### src/hdl/pmt_defs.svh
// Constants for the privilege mode transition unit
`ifndef PMT_DEFS_SVH
`define PMT_DEFS_SVH
`define PMT_PSW_W       8
`define PMT_IPL_HI      2
`define PMT_IPL_LO      0
`define PMT_MODE_BIT    3
`define PMT_ZERO_REG    5'h1f
`define PMT_PSW_RESET   8'h00
`endif

### src/hdl/pmt_pkg.sv
// Types for the privilege mode transition unit
package pmt_pkg;
  typedef enum logic [1:0] {
    PMT_KERNEL = 2'h0,
    PMT_EXEC   = 2'h1,
    PMT_SUPER  = 2'h2,
    PMT_USER   = 2'h3
  } pmt_mode_t;
  typedef enum logic [3:0] {
    PMT_OP_NONE, PMT_OP_CALL_USER, PMT_OP_CALL_SUPER, PMT_OP_CALL_EXEC,
    PMT_OP_CALL_KERNEL, PMT_OP_RETURN, PMT_OP_EXCEPTION, PMT_OP_INTERRUPT,
    PMT_OP_MCHECK, PMT_OP_SWAP_AST, PMT_OP_PRIV_WRITE, PMT_OP_HALT
  } pmt_op_t;
endpackage : pmt_pkg

### src/hdl/pmt_core.sv
// Privilege mode transition control
`timescale 1ns/1ps
`default_nettype none
`include "pmt_defs.svh"
module pmt_core (
  input  wire logic                 i_clk,
  input  wire logic                 i_reset_n,
  input  wire pmt_pkg::pmt_op_t     i_op,
  input  wire logic [1:0]           i_target_mode,
  input  wire logic [2:0]           i_target_ipl,
  input  wire logic                 i_reserved_opcode,
  input  wire logic                 i_privileged_instr,
  input  wire logic [4:0]           i_reg_addr,
  input  wire logic [63:0]          i_reg_data,
  output logic [1:0]                o_mode,
  output logic [2:0]                o_ipl,
  output logic                      o_halted,
  output logic                      o_transition,
  output logic                      o_blocked,
  output logic                      o_illegal_operation_fault,
  output logic [63:0]               o_reg_read
);
  import pmt_pkg::*;

  // ----------------------------------------
  // Mode state
  // ----------------------------------------
  logic [1:0]  mode_q, mode_d;
  logic [2:0]  ipl_q, ipl_d;
  logic        halt_q, halt_d, trans_q, trans_d, blk_q, blk_d, fault_q, fault_d;
  logic [63:0] rd_q, rd_d;
  logic [1:0]  tgt;
  logic [`PMT_PSW_W-1:0] psw;

  // Status word: level in low bits, non-kernel flag at mode bit
  always_comb begin
    psw = `PMT_PSW_RESET;
    psw[`PMT_IPL_HI:`PMT_IPL_LO] = ipl_q;
    psw[`PMT_MODE_BIT] = (mode_q != PMT_KERNEL);
  end

  always_comb begin
    mode_d  = mode_q;
    ipl_d   = ipl_q;
    halt_d  = halt_q;
    trans_d = 1'b0;
    blk_d   = 1'b0;
    fault_d = 1'b0;
    tgt     = PMT_KERNEL;
    // Zero register never carries data
    rd_d    = (i_reg_addr == `PMT_ZERO_REG) ? 64'h0 : i_reg_data;
    if (i_reserved_opcode || (i_privileged_instr && mode_q == PMT_USER)) begin
      fault_d = 1'b1;
    end else if (!halt_q) begin
      unique case (i_op)
        PMT_OP_NONE: ;
        // Calls never lower privilege: min of current and target
        PMT_OP_CALL_USER, PMT_OP_CALL_SUPER, PMT_OP_CALL_EXEC, PMT_OP_CALL_KERNEL: begin
          tgt = (i_op == PMT_OP_CALL_USER)  ? PMT_USER :
                (i_op == PMT_OP_CALL_SUPER) ? PMT_SUPER :
                (i_op == PMT_OP_CALL_EXEC)  ? PMT_EXEC : PMT_KERNEL;
          if (tgt <= mode_q) begin
            mode_d  = tgt;
            trans_d = 1'b1;
          end else begin
            blk_d = 1'b1;
          end
        end
        PMT_OP_RETURN: begin
          if (i_target_mode >= mode_q) begin
            mode_d  = i_target_mode;
            ipl_d   = i_target_ipl;
            trans_d = (i_target_mode > mode_q) || (i_target_ipl < ipl_q);
          end else begin
            blk_d = 1'b1;
          end
        end
        PMT_OP_EXCEPTION, PMT_OP_INTERRUPT, PMT_OP_MCHECK, PMT_OP_SWAP_AST: begin
          mode_d  = PMT_KERNEL;
          trans_d = 1'b1;
        end
        PMT_OP_PRIV_WRITE: begin
          if (mode_q == PMT_KERNEL) begin
            ipl_d   = i_target_ipl;
            // Only a level change is a counted transition
            trans_d = (i_target_ipl != ipl_q);
          end else begin
            blk_d = 1'b1;
          end
        end
        PMT_OP_HALT: begin
          if (mode_q == PMT_KERNEL) begin
            halt_d  = 1'b1;
            trans_d = 1'b1;
          end else begin
            blk_d = 1'b1;
          end
        end
        default: blk_d = 1'b1;
      endcase
    end
  end

  always_ff @(posedge i_clk or negedge i_reset_n) begin
    if (!i_reset_n) begin
      mode_q  <= PMT_KERNEL;
      ipl_q   <= 3'h0;
      halt_q  <= 1'b0;
      trans_q <= 1'b0;
      blk_q   <= 1'b0;
      fault_q <= 1'b0;
      rd_q    <= 64'h0;
    end else begin
      mode_q  <= mode_d;
      ipl_q   <= ipl_d;
      halt_q  <= halt_d;
      trans_q <= trans_d;
      blk_q   <= blk_d;
      fault_q <= fault_d;
      rd_q    <= rd_d;
    end
  end

  assign o_mode = mode_q;
  assign o_ipl = psw[`PMT_IPL_HI:`PMT_IPL_LO];
  assign o_halted = halt_q;
  assign o_transition = trans_q;
  assign o_blocked = blk_q;
  assign o_illegal_operation_fault = fault_q;
  assign o_reg_read = rd_q;

  // ----------------------------------------
  // Checks
  // ----------------------------------------
  logic ok;
  assign ok = !i_reserved_opcode && !i_privileged_instr && !halt_q;
endmodule : pmt_core
`default_nettype wire

### config.mk
export PLATFORM = sky130hd
export DESIGN_NAME = pmt_core
export DESIGN_NICKNAME = d
export VERILOG_FILES = /design/src/hdl/pmt_pkg.sv /design/src/hdl/pmt_core.sv
export VERILOG_INCLUDE_DIRS = /design/src /design/src/hdl
export SDC_FILE = /design/constraint.sdc
export NUM_CORES = 1
export LEC_CHECK = 0
export ABC_AREA = 1
export ABC_CLOCK_PERIOD_IN_PS = 1900
export BUFFER_PORTS_ARGS = -buffer_cell sky130_fd_sc_hd__buf_2
export CORE_UTILIZATION = 45
export CTS_BUF_LIST = sky130_fd_sc_hd__clkbuf_16
export DETAILED_ROUTE_END_ITERATION = 8
export GPL_ROUTABILITY_DRIVEN = 0
export HOLD_SLACK_MARGIN = 0.06
export PLACE_DENSITY = 0.79
export RECOVER_POWER = 50
export SYNTH_ARGS = -nofsm -noshare
export SYNTH_HDL_FRONTEND = slang
export SYNTH_SLANG_ARGS = --single-unit
### constraint.sdc
create_clock -name i_clk -period 1.9 [get_ports i_clk]
set_input_delay 0.095 -clock i_clk [delete_from_list [all_inputs] [get_ports i_clk]]
set_output_delay 0.095 -clock i_clk [all_outputs]
set_load 0.02 [all_outputs]
Word-level counts from Yosys, hierarchy flattened
Index checks and enable logic that the tools add are counted.
{"block": "op_classes", "add_sub_neg": 0, "n_mul": 0, "div": 0, "n_lt_le_gt_ge": 4, "n_eq_ne": 17, "shift": 0, "n_mux": 26, "bitwise_logic": 2, "n_reduce_logical": 13}
{"operator": "two-way mux 64 bit", "n": 1}
{"operator": "equality test 4 x 3 -> 1 bit, second input constant", "n": 4}
{"operator": "equality test 4 bit, second input constant", "n": 4}
{"operator": "two-way mux 1 bit", "n": 15}
{"operator": "AND reduction 5 bit", "n": 2}
{"operator": "equality test 4 x 2 -> 1 bit, second input constant", "n": 2}
{"operator": "two-way mux 2 bit", "n": 4}
{"operator": "OR reduction 4 bit", "n": 2}
{"operator": "two-way mux 3 bit", "n": 2}
{"operator": "inequality test 2 bit, second input constant", "n": 3}
{"operator": "case mux 2 bit (3 select lines)", "n": 1}
{"operator": "case mux 3 bit (2 select lines)", "n": 1}
{"operator": "equality test 5 bit, second input constant", "n": 1}
{"operator": "case mux 1 bit (5 select lines)", "n": 1}
{"operator": "OR reduction 5 bit", "n": 1}
{"operator": "equality test 4 x 1 -> 1 bit, second input constant", "n": 1}
{"operator": "zero test 4 bit", "n": 1}
{"operator": "case mux 1 bit (4 select lines)", "n": 1}
{"operator": "< comparator 3 bit", "n": 1}
{"operator": "inequality test 3 bit", "n": 1}
{"operator": "nonzero test 3 bit", "n": 1}
{"operator": "equality test 2 bit, second input constant", "n": 1}
{"operator": ">= comparator 2 bit", "n": 1}
{"operator": "greater-than comparator 2 bit", "n": 1}
{"operator": "other kinds (7)", "n": 9}
{"block": "word_totals", "reg_bits": 73, "latch_bits": 0, "mem_bits_rw": 0, "romBits": 0, "out_inout_bits": 73, "elab_cells": 69, "mem_count": 0}

Longest topological paths before layout
Gate-level depths: netlist (run 1).
{"block": "depth", "depth_word": 9, "mapped_depth": 12}

Least setup slack after synthesis (run 1)
Ideal clock, no wire load.
{"block": "synth_path", "path_kind": "register to register", "from": "register mode_q[1] (netlist: o_mode[1])", "to": "register trans_q (netlist: o_transition)", "arrival_time_ns": 1.394, "t_required_ns": 1.787, "slack_ns": 0.394, "stages_incl_launch_ff": 11, "path_cell_list": "dfrtp_1 inv_1 ha_1 nand2_1 nand2_1 nor2_1 nor2_1 nand2_1 nand3_1 nand2_1 inv_1"}
{"block": "synth_between", "elab_chain_cells": 6, "word_cells_on_any_way": 15, "cone_classes": "order compare (3); eq/ne (1); mux (7); reduce/logical (4)"}
{"element": "start: declaration", "line": "pmt_core.sv:28", "source": "logic [1:0] mode_q, mode_d;"}
{"element": "start signal: assignment", "line": "pmt_core.sv:114", "source": "mode_q <= mode_d;"}
{"element": "greater-than comparator 2 bit", "line": "pmt_core.sv:73", "source": "trans_d = (i_target_mode > mode_q) || (i_target_ipl < ipl_q);"}
{"element": "logical OR 1 bit", "line": "pmt_core.sv:73"}
{"element": "two-way mux 1 bit", "line": "pmt_core.sv:70", "source": "if (i_target_mode >= mode_q) begin"}
{"element": "case mux 1 bit (5 select lines)", "line": "pmt_core.sv:55", "source": "unique case (i_op)"}
{"element": "two-way mux 1 bit", "line": "pmt_core.sv:54", "source": "end else if (!halt_q) begin"}
{"element": "two-way mux 1 bit (*)", "line": "pmt_core.sv:52", "source": "if (i_reserved_opcode || (i_privileged_instr && mode_q == PMT_USER)) begin"}
{"element": "net trans_d", "line": "pmt_core.sv:30", "source": "logic halt_q, halt_d, trans_q, trans_d, blk_q, blk_d, fault_q, fault_d;"}
{"element": "end signal: assignment", "line": "pmt_core.sv:117", "source": "trans_q <= trans_d;"}
{"element": "end: declaration", "line": "pmt_core.sv:30"}
The timed path passes the listed nets; every way through them passes the cells marked *.
A chain may end at the register's enable or synchronous reset.

Final worst setup path (run 1)
{"block": "layout_path", "from": "register mode_q[1] (netlist: o_mode[1])", "to": "register ipl_q[1] (netlist: o_ipl[1])"}
{"block": "layout_between", "elab_chain_cells": 5, "word_cells_on_any_way": 9, "cone_classes": "order compare (1); eq/ne (3); bitwise (1); reduce/logical (4)"}
{"element": "branches (longest 4 deep; another with >= comparator 2 bit)"}
{"element": "AND reduction 5 bit (no source line) (*)"}
{"element": "end signal: assignment", "line": "pmt_core.sv:115", "source": "ipl_q <= ipl_d;"}
{"element": "end: declaration", "line": "pmt_core.sv:29", "source": "logic [2:0] ipl_q, ipl_d;"}
Mark *: on every way between the ends.

==> impl_results.md, run 1 <==
- Drt via density: 4.60
- Number of hold buffers added after cts: 67
- Worst supply voltage drop on vdd: 0.577 mV
- Final Slew Violations: 0
- Post-synthesis cell area: between 0.002 and 0.003 sq mm
- Post-Syn Nets: 415
- RSZ-0062 raised after global routing: false
- Average footprint of a synthesized cell: 9.01 sq um
- Crit path arrival time: ~1.8 ns
- Post-DP HPWL: 4940 um
- Internal Pwr Total: 0.00309 W
- Clock latency on the worst-skew pair: 0.32 ns
- Number of port buffers: 154
- Type of element launching the critical path: register
- Highest clock rate: 645 MHz
- Via count of the first global-routing pass: approximately 2800
- Post-cts repair resize count: 0
- Vias after detailed routing: 2928
- Count of antenna-violating nets left after detailed routing: 0
- Commonest cells after routing, fill and taps aside: buf_2, inv_1, nor2_1, dfrtp_1, dlygate4sd3_1
- Final Hold Slack: just under 0.08 ns
- Post-route non-filler standard cell count: between 600 and 700
- Final-report setup violation count: 0
- Flop and latch count out of synthesis: 73
- Total track usage: 0.264
- Starting density of the core: 0.465
- Largest net degree at the start of global routing: 47
- Main synth FF type: dfrtp_1
- Wire length of the first global-routing pass: approximately 13000 um
- Iteration count of the initial detailed-routing pass: 4
- Largest buffer count on any clock path: 2
- Static leakage power: 2.75 nW
- Share of the cycle needed by the critical path after routing: 0.816
- Run status: finished, final reports clean
- Ports: 155
- Final Hold Violating Endpoints: 0
- Worst rel slew slack: 0.130
- Seq pwr share: 0.405
- Number of filler cells placed in the layout: 434
- Die W: around 83 um
- Clock tree from TritonCTS: done
- Total congestion overflow after global routing: 0
- Worst Skew: 0.00393 ns
- Clock slew seen by the registers of the worst setup and hold paths: ~0.050 ns
- Root buffer cell: clkbuf_16
- Number of maximum-capacitance constraint violations: 0
- Clock sink total: 73
- Clock Power Share: 0.377
- Area of all placed cells without fillers: 0.00477 sq mm
- Area delta synth->final: 62.3%
- Routed length per placed instance: 14.2 um
- Clock H-tree levels: 3
- Count of placed standard cells including taps: 553
- FP Rows: 29
- Setup Buffers After CTS: 0
- Critical Path RT: between 2 and 2.5 ns
- Sequential cell area fraction in the yosys report: 0.622
- Wirelength, routed: 9030 um
- Switching Share: 0.289
- Number of warnings printed during yosys synthesis: 0
- Placed cell area: 0.00382 sq mm
- CP Class: register to register
- Clock buffers created by TritonCTS: 9
- Hold crit path type: input port to register
- Worst-path maximum fanout: 5
- Setup TNS Final: 0 ns
- Number of antenna repair diodes: 0
- Post-synthesis cell count: 326
- Number of antenna violations at the first check in global routing: 0
- Synth cell types: 18
- Nets: 643
- Ratio of cells with drive above 1 in the final layout: 0.336
- Total DRC errors in the routed layout: 0
- P per Cell Area: 910 mW/mm^2
- Area of the core: 0.00631 sq mm
- EDFF count, synth: 0
- DIE HEIGHT: roughly 83 um
- Critical Path Sink Type: register
- Switching power summed over all nets: 0.00125 W
- Logic gate share of total power: 0.217
- Slew at the pin closest to its max-slew limit: 1.30 ns
- Initial DRC Count: 145
- Minimum clock period: 1.55 ns
- Most common cell after layout, fill and taps aside: buf_2
- Post-route setup slack: 0.350 ns
- Worst slack at placement: 0.338 ns
- Async SR Flop Fraction: 1.00
- Area enclosed by the die boundary: 0.00685 sq mm
==> logic make-up (layout without fill, tap and decap cells) <==
logic type | after synthesis | after routing | share of synthesized area
AND/OR/NAND/NOR | 142 | 142 | 0.205
buffers and inverters | 94 | 327 | 0.123
flip-flops | 73 | 73 | 0.622
AO/OA/AOI/OAI | 10 | 10 | 0.0209
adder cells (fa/ha/maj) | 7 | 7 | 0.0298
==> Yosys cell counts (3+ instances only) <==
library cell  count  area, sq um
inv_1            83          312
nor2_1           75          282
dfrtp_1          73         1830
nand2_1          38          143
nand3_1          12         60.1
ha_1              7         87.6
nand2_2           7         43.8
buf_2             6         30.0
inv_2             5         18.8
nand4_1           4         25.0
a21oi_1           3         15.0
nor2_2            3         18.8
o21ai_0           3         15.0
o21bai_1          3         22.5
==> path summary, 6_finish.rpt <==
check	from	endpoint	slack (ns)	depth (start not counted)
max in group asynchronous	i_reset_n	o_reg_read[54]	0.37	3
min in group asynchronous	i_reset_n	o_reg_read[48]	0.40	2
hold / removal	i_target_ipl[1]	o_ipl[1]	0.08	3
setup / recovery	o_mode[1]	o_ipl[1]	0.35	9
hold reg to reg	o_ipl[2]	o_ipl[2]	0.52	2
setup reg to reg	o_mode[1]	o_ipl[1]	0.35	9
==> through the flow <==
step,utilization,power (W)
after CTS,0.758,0.00434
after global routing,0.755,0.00456
after detailed placement,0.605,0.00260
final,0.755,0.00434
after global placement,0.605,0.00257
after floorplan,-,0.00226
==> state kept, by name, summed over array words and instances (netlist names) <==
name and count:
o_blocked 1, o_halted 1, o_illegal_operation_fault 1, o_ipl 3
o_mode 2, o_reg_read 64, o_transition 1
==> power by group through the flow <==
stage	registers [W]	clock network [W]	logic (W)
finish	0.00176	0.00164	0.000941
global route	0.00177	0.00174	0.00105
global placement	0.00178	0	0.000792
floorplan	0.00194	0	0.000318
detailed placement	0.00178	0	0.000817
CTS	0.00176	0.00166	0.000929
==> worst max-delay path, stage by stage, from the launching register on <==
cell,delay [ns]
dfrtp_1,0.39
inv_1,0.10
ha_1,0.31
nand2_1,0.12
nand2_1,0.06
nor2_1,0.15
nand2_2,0.13
nand3_2,0.12
nand2_1,0.06
nand2_1,0.06
==> area by class of cell <==
cell class	count	area [sq um]	area share
multi-input cells	159	747	0.157
clock inverters	7	71.3	0.0150
inverters	88	330	0.0693
flip-flops and latches	73	1830	0.383
repair buffers	223	1470	0.308
well taps	77	96.3	0.0202
clock buffers	9	225	0.0473
==> per-layer routing <==
metal | part of all wire | up-vias | global-route usage
li1 | - | 1394 | -
met1 | 0.37 | 1371 | 0.278
met2 | 0.54 | 134 | 0.496
met3 | 0.064 | 29 | 0.0710
met4 | 0.034 | 0 | 0.103
met5 | 0 | - | 0
Power figures use the tool's default switching activity.
==> run 2: changes to the inputs <==
--- a/config.mk
+++ b/config.mk
@@ -6,10 +6,10 @@
 export SDC_FILE = /design/constraint.sdc
 export NUM_CORES = 1
 export LEC_CHECK = 0
-export ABC_AREA = 1
-export ABC_CLOCK_PERIOD_IN_PS = 1900
+export ABC_AREA = 0
+export ABC_CLOCK_PERIOD_IN_PS = 1600
 export BUFFER_PORTS_ARGS = -buffer_cell sky130_fd_sc_hd__buf_2
-export CORE_UTILIZATION = 45
+export CORE_UTILIZATION = 44
 export CTS_BUF_LIST = sky130_fd_sc_hd__clkbuf_16
 export DETAILED_ROUTE_END_ITERATION = 8
 export GPL_ROUTABILITY_DRIVEN = 0
==> constraint.sdc (replaced) <==
create_clock -name i_clk -period 1.6 [get_ports i_clk]
set_input_delay 0.08 -clock i_clk [delete_from_list [all_inputs] [get_ports i_clk]]
set_output_delay 0.08 -clock i_clk [all_outputs]
set_load 0.02 [all_outputs]
==> impl_results.md, run 2 <==
- Run status: complete, but fails checks
- Violated checks: setup timing
- Sequential cell area fraction in the yosys report: 0.665
- Share of the cycle needed by the critical path after routing: 1.13
- Number of antenna violations at the first check in global routing: 0
- Slew at the pin closest to its max-slew limit: 0.960 ns
- Clock buffers created by TritonCTS: 9
- Critical Path RT: 1.81 ns
- Ports: 155
- Count of placed standard cells including taps: 457
- Number of warnings printed during yosys synthesis: 0
- Total DRC errors in the routed layout: 0
- Commonest cells after routing, fill and taps aside: buf_2, dfrtp_1, dlygate4sd3_1, and2_0, and2_1
- Number of antenna repair diodes: 0
- Number of port buffers: 154
- Critical Path Sink Type: register
- Root buffer cell: clkbuf_16
- Post-route non-filler standard cell count: 542
- Cell with the biggest individual delay on the critical path: dfrtp_2
- Wirelength, routed: approximately 8500 um
- Final-report setup violation count: 5
- Starting density of the core: 0.459
- Drt via density: 4.61
- Most common cell after layout, fill and taps aside: buf_2
- Number of maximum-capacitance constraint violations: 0
- Count of antenna-violating nets left after detailed routing: 0
- Post-DP HPWL: 4750 um
- Worst slack at placement: -0.384 ns
- Number of filler cells placed in the layout: 324
- Clock sink total: 73
- Wire length of the first global-routing pass: 12600 um
- Clock slew seen by the registers of the worst setup and hold paths: approximately 0.060 ns
- Leading cell type by number of instances after synthesis: dfrtp_1
- Via count of the first global-routing pass: 2645
- Cell type with the largest total area after synthesis: dfrtp_1
- Minimum clock period: 1.80 ns
- Worst-path maximum fanout: 3
- Iteration count of the initial detailed-routing pass: 4
- Share of Yosys cell area claimed by the top area cell type: 0.665
- Hold crit path type: input port to register
- Post-route setup slack: -0.204 ns
- Final Hold Violating Endpoints: 0
- Clock H-tree levels: 3
- Largest net degree at the start of global routing: between 60 and 70
- Flop and latch count out of synthesis: 73
- Worst Path Buf+Inv: 0
- Final Hold Slack: between 0.07 and 0.08 ns
- Type of element launching the critical path: register
- Average footprint of a synthesized cell: around 13 sq um
- Post-synthesis cell count: 212
- Area occupied by registers: 0.00183 sq mm
- Leading post-synthesis cells by cell area: dfrtp_1, and2_1, ha_1
- Async SR Flop Fraction: 1.00
- Die W: 81.0 um
- Post-synthesis cell area: approximately 0.0027 sq mm
- EDFF count, synth: 0
- Nets: 551
- Initial DRC Count: about 60
- Post-Syn Nets: around 300
- Ratio of cells with drive above 1 in the final layout: 0.473
- Total area of multi-input combinational cells: 955 sq um
- Highest clock rate: 554 MHz
- DIE HEIGHT: a little over 80 um
- Area delta synth->final: 77.8%
- Worst Skew: approximately 0.0048 ns
- Setup TNS Final: -0.890 ns
- Clock tree from TritonCTS: done
- Area enclosed by the die boundary: 0.00657 sq mm
- RSZ-0062 raised after global routing: true
- Family with the most delay on the worst path: flip-flops
- Static leakage power: 2.43 nW
- P per Cell Area: 1020 mW/mm^2
- Total track usage: 0.272
- Worst supply voltage drop on vdd: 0.834 mV
- Routed length per placed instance: 15.6 um
- Top cells by count, synth: dfrtp_1, and2_1, ha_1
- Vias after detailed routing: 2500
- Final Slew Violations: 0
- CP Class: register to register
- Synth cell types: 37
- FP Rows: 28
- Stage delay of the slowest cell on the critical path: 0.42 ns
- Main synth FF type: dfrtp_1
- Critical Path, Cell by Cell: ha_4, nand2b_4, a21oi_2, and2b_2, o21ai_4, mux2_4
- Largest buffer count on any clock path: 2
- Crit path arrival time: 2.01 ns
- Flip-flop count of the largest register, all copies and words added: 64
- Clock latency on the worst-skew pair: 0.33 ns
- Area of the core: 0.00599 sq mm
- Worst rel slew slack: 0.360
- Total congestion overflow after global routing: 0
## run 2: cell count changes after synthesis, sizes merged, moves of 6 or more
cell,before,now
nor2,79,3
clkbuf,0,6
nand3,13,3
inv,88,7
nand2,45,6
and2,0,64
## run 2: final cells by class
cell class | instances | share of cell area
clock buffers | 9 | 0.0461
well taps | 75 | 0.0192
inverters | 7 | 0.00589
flip-flops and latches | 73 | 0.374
repair buffers | 248 | 0.337
multi-input cells | 123 | 0.195
clock inverters | 7 | 0.0228
## run 2: worst min-delay path, stage by stage
cell and delay [ns]:
buf_2 0.09, a21oi_1 0.06, mux2i_1 0.12
## run 2: timing repair
action,4_1_cts,5_1_grt
endpoints found under the setup margin,6,7
resized for setup,11,2
cloned,0,0
buffers inserted,1,0
pin swaps,5,3
hold buffers,68,0
endpoints found under the hold margin,104,0
## run 2: kinds of logic (layout without fill, tap and decap cells)
| kind of cell | Yosys count | in the layout | share of synthesized area |
|---|---|---|---|
| fa+ha+maj | 7 | 7 | 0.0319 |
| flops | 73 | 73 | 0.665 |
| mux | 5 | 5 | 0.0214 |
| compound gates | 19 | 19 | 0.0451 |
| simple gates | 91 | 91 | 0.210 |
| xor+xnor | 1 | 1 | 0.00319 |
| buf+inv | 16 | 271 | 0.0241 |
## run 2: report_power, final
part,switching (W),internal (W)
clock network,0.000757,0.00151
logic,0.000373,0.000376
registers,0.0000284,0.00194
## run 2: worst paths after layout
path | start | to | slack (ns) | depth (start not counted)
setup / recovery | o_mode[0] | o_ipl[1] | -0.20 | 6
hold / removal | i_target_mode[1] | o_mode[1] | 0.08 | 3
setup reg to reg | o_mode[0] | o_ipl[1] | -0.20 | 6
hold reg to reg | o_halted | o_halted | 0.51 | 2
max in group asynchronous | i_reset_n | o_mode[0] | 0.35 | 3
min in group asynchronous | i_reset_n | o_reg_read[7] | 0.44 | 2
## run 2: layer usage
layer	vias to the layer above	global-route usage	part of all wire
met4	0	0.125	0.021
met1	1180	0.283	0.37
li1	1187	-	-
met3	16	0.109	0.084
met2	117	0.478	0.53
met5	-	0	0
## run 2: metrics by stage
stage / area (sq um) / util / total power [W]
after floorplan: 2800 / - / 0.00229
after global placement: 3810 / 0.637 / 0.00258
after detailed placement: 3810 / 0.637 / 0.00259
after CTS: 4900 / 0.818 / 0.00500
after global routing: 4890 / 0.816 / 0.00517
final: 4890 / 0.816 / 0.00499
==> run 3: changes to the inputs <==
--- a/config.mk
+++ b/config.mk
@@ -10,7 +10,6 @@
 export ABC_CLOCK_PERIOD_IN_PS = 1600
 export BUFFER_PORTS_ARGS = -buffer_cell sky130_fd_sc_hd__buf_2
 export CORE_UTILIZATION = 44
-export CTS_BUF_LIST = sky130_fd_sc_hd__clkbuf_16
 export DETAILED_ROUTE_END_ITERATION = 8
 export GPL_ROUTABILITY_DRIVEN = 0
 export HOLD_SLACK_MARGIN = 0.06
==> impl_results.md, run 3 (synthesis gave the netlist of run 2 again) <==
- Number of antenna repair diodes: 0
- Final Slew Violations: 0
- Largest net degree at the start of global routing: 65
- Critical Path Sink Type: register
- Minimum clock period: 1.81 ns
- Starting density of the core: 0.459
- Met2 wirelength from detailed routing: 4220 um
- Number of filler cells placed in the layout: around 350
- Critical Path RT: 1.82 ns
- Worst-path maximum fanout: 3
- Nets: 552
- Area enclosed by the die boundary: 0.00657 sq mm
- Area of the core: 0.00599 sq mm
- Total DRC errors in the routed layout: 0
- Static leakage power: 2.38 nW
- Startpoint of the most critical hold path: i_target_mode[1]
- Via count of the first global-routing pass: 2682
- Wirelength, routed: 8340 um
- FP Rows: 28
- Routed length on met3: 711 um
- Uppermost metal layer occupied by signal nets: met4
- Slew at the pin closest to its max-slew limit: 0.976 ns
- Most common cell after layout, fill and taps aside: buf_2
- Clock slew seen by the registers of the worst setup and hold paths: ~0.080 ns
- Hold endpoint: o_mode[1]
- Hold path cells: 3
- Type of element launching the critical path: register
- Clock H-tree levels: 3
- Count of antenna-violating nets left after detailed routing: 0
- Die W: 81.0 um
- Post-route setup slack: -0.212 ns
- Ports: 155
- Iteration count of the initial detailed-routing pass: 4
- Root buffer cell: clkbuf_8
- Routed length per placed instance: 15.4 um
- RSZ-0062 raised after global routing: true
- Share of the cycle needed by the critical path after routing: 1.13
- Post-DP HPWL: between 4000 and 5000 um
- Commonest cells after routing, fill and taps aside: buf_2, dfrtp_1, dlygate4sd3_1, and2_0, and2_1
- Wire length of the first global-routing pass: 12600 um
- Hold crit path type: input port to register
- Final Hold Violating Endpoints: 0
- R2r startpoint: o_mode[0]
- Drt via density: 4.72
- Total congestion overflow after global routing: 0
- Flip-flop count of the largest register, all copies and words added: 64
- Wire length on met1: ~3100 um
- Worst supply voltage drop on vdd: 0.713 mV
- Total track usage: 0.267
- Setup TNS Final: -0.975 ns
- Clock sink total: 73
- P per Cell Area: between 900 and 1000 mW/mm^2
- Number of maximum-capacitance constraint violations: 0
- Violated checks: setup timing
- Number of antenna violations at the first check in global routing: 0
- Run status: complete, but fails checks
- Clock buffers created by TritonCTS: 9
- Initial DRC Count: 53
- Number of port buffers: roughly 150
- CP Class: register to register
- Area delta synth->final: 74.4%
- Post-route non-filler standard cell count: 543
- Count of placed standard cells including taps: between 400 and 500
- Worst Skew: 0.00763 ns
- Reg-to-reg endpoint: o_ipl[1]
- Vias after detailed routing: 2563
- Crit path arrival time: ~2.0 ns
- Final-report setup violation count: 7
- Worst Reg-to-Reg Cells: 6
- Worst rel slew slack: 0.349
- Highest clock rate: 552 MHz
- Largest buffer count on any clock path: 2
- DIE HEIGHT: ~81 um
- Clock tree from TritonCTS: done
- Register-to-register setup slack: -0.21 ns
- Ratio of cells with drive above 1 in the final layout: 0.474
- Clock latency on the worst-skew pair: 0.33 ns
## run 3: cell types whose count changed in the layout (fill, tap and decap cells not counted), moves of 2 or more
cell | previous run | this run
clkbuf_16 | 9 | 0
clkbuf_8 | 0 | 9
clkbuf_1 | 0 | 2
inv_1 | 7 | 5
## run 3: timing repair
action,4_1_cts,5_1_grt
pin swaps,5,2
setup buffers,1,1
endpoints found under the setup margin,6,7
gates cloned,0,0
hold endpoints to repair,104,0
gates resized for setup,10,3
hold buffers,68,0
## run 3: per-layer routing
| layer | track usage | vias up |
|---|---|---|
| met5 | 0 | - |
| li1 | - | 1184 |
| met4 | 0.139 | 0 |
| met1 | 0.293 | 1212 |
| met3 | 0.0910 | 29 |
| met2 | 0.455 | 138 |
## run 3: report_power, final
group | switching [W] | total [W] | internal (W)
logic | 0.000375 | 0.000754 | 0.000378
registers | 0.0000278 | 0.00197 | 0.00194
clock network | 0.000667 | 0.00170 | 0.00104
## run 3: worst max-delay path by stage
stage | cells past startpoint | from | to
after floorplan | 9 | i_op[1] | o_mode[0]
after global placement | 9 | i_op[0] | o_mode[0]
after detailed placement | 9 | i_op[0] | o_mode[0]
after CTS | 6 | o_mode[0] | o_ipl[2]
after global routing | 6 | o_mode[0] | o_ipl[1]
final | 6 | o_mode[0] | o_ipl[1]
## run 3: cell type report
cell class	instances	area, sq um	share of cell area
flip-flops and latches	73	1830	0.382
repair buffers	249	1650	0.345
multi-input cells	123	955	0.199
clock buffers	11	131	0.0274
clock inverters	5	104	0.0217
well taps	75	93.8	0.0196
inverters	7	28.8	0.00600
## run 3: stage by stage
stage	instance area (sq um)	hold slack [ns]	total power (W)	utilization	setup slack [ns]
3_5_place_dp	3810	0.0938	0.00259	0.637	-0.384
3_3_place_gp	3810	0.0810	0.00258	0.637	-0.314
4_1_cts	4800	0.0607	0.00443	0.801	-0.189
2_1_floorplan	2800	-0.216	0.00229	-	-0.282
6_report	4790	0.0638	0.00443	0.800	-0.212
5_1_grt	4790	0.0856	0.00461	0.800	-0.263
## run 3: critical path, stage by stage, from the launching register on
cell and delay [ns]:
dfrtp_2 0.43, ha_4 0.22, nand2b_4 0.13, a21oi_2 0.14
and2b_2 0.25, o21ai_4 0.20, mux2_4 0.33
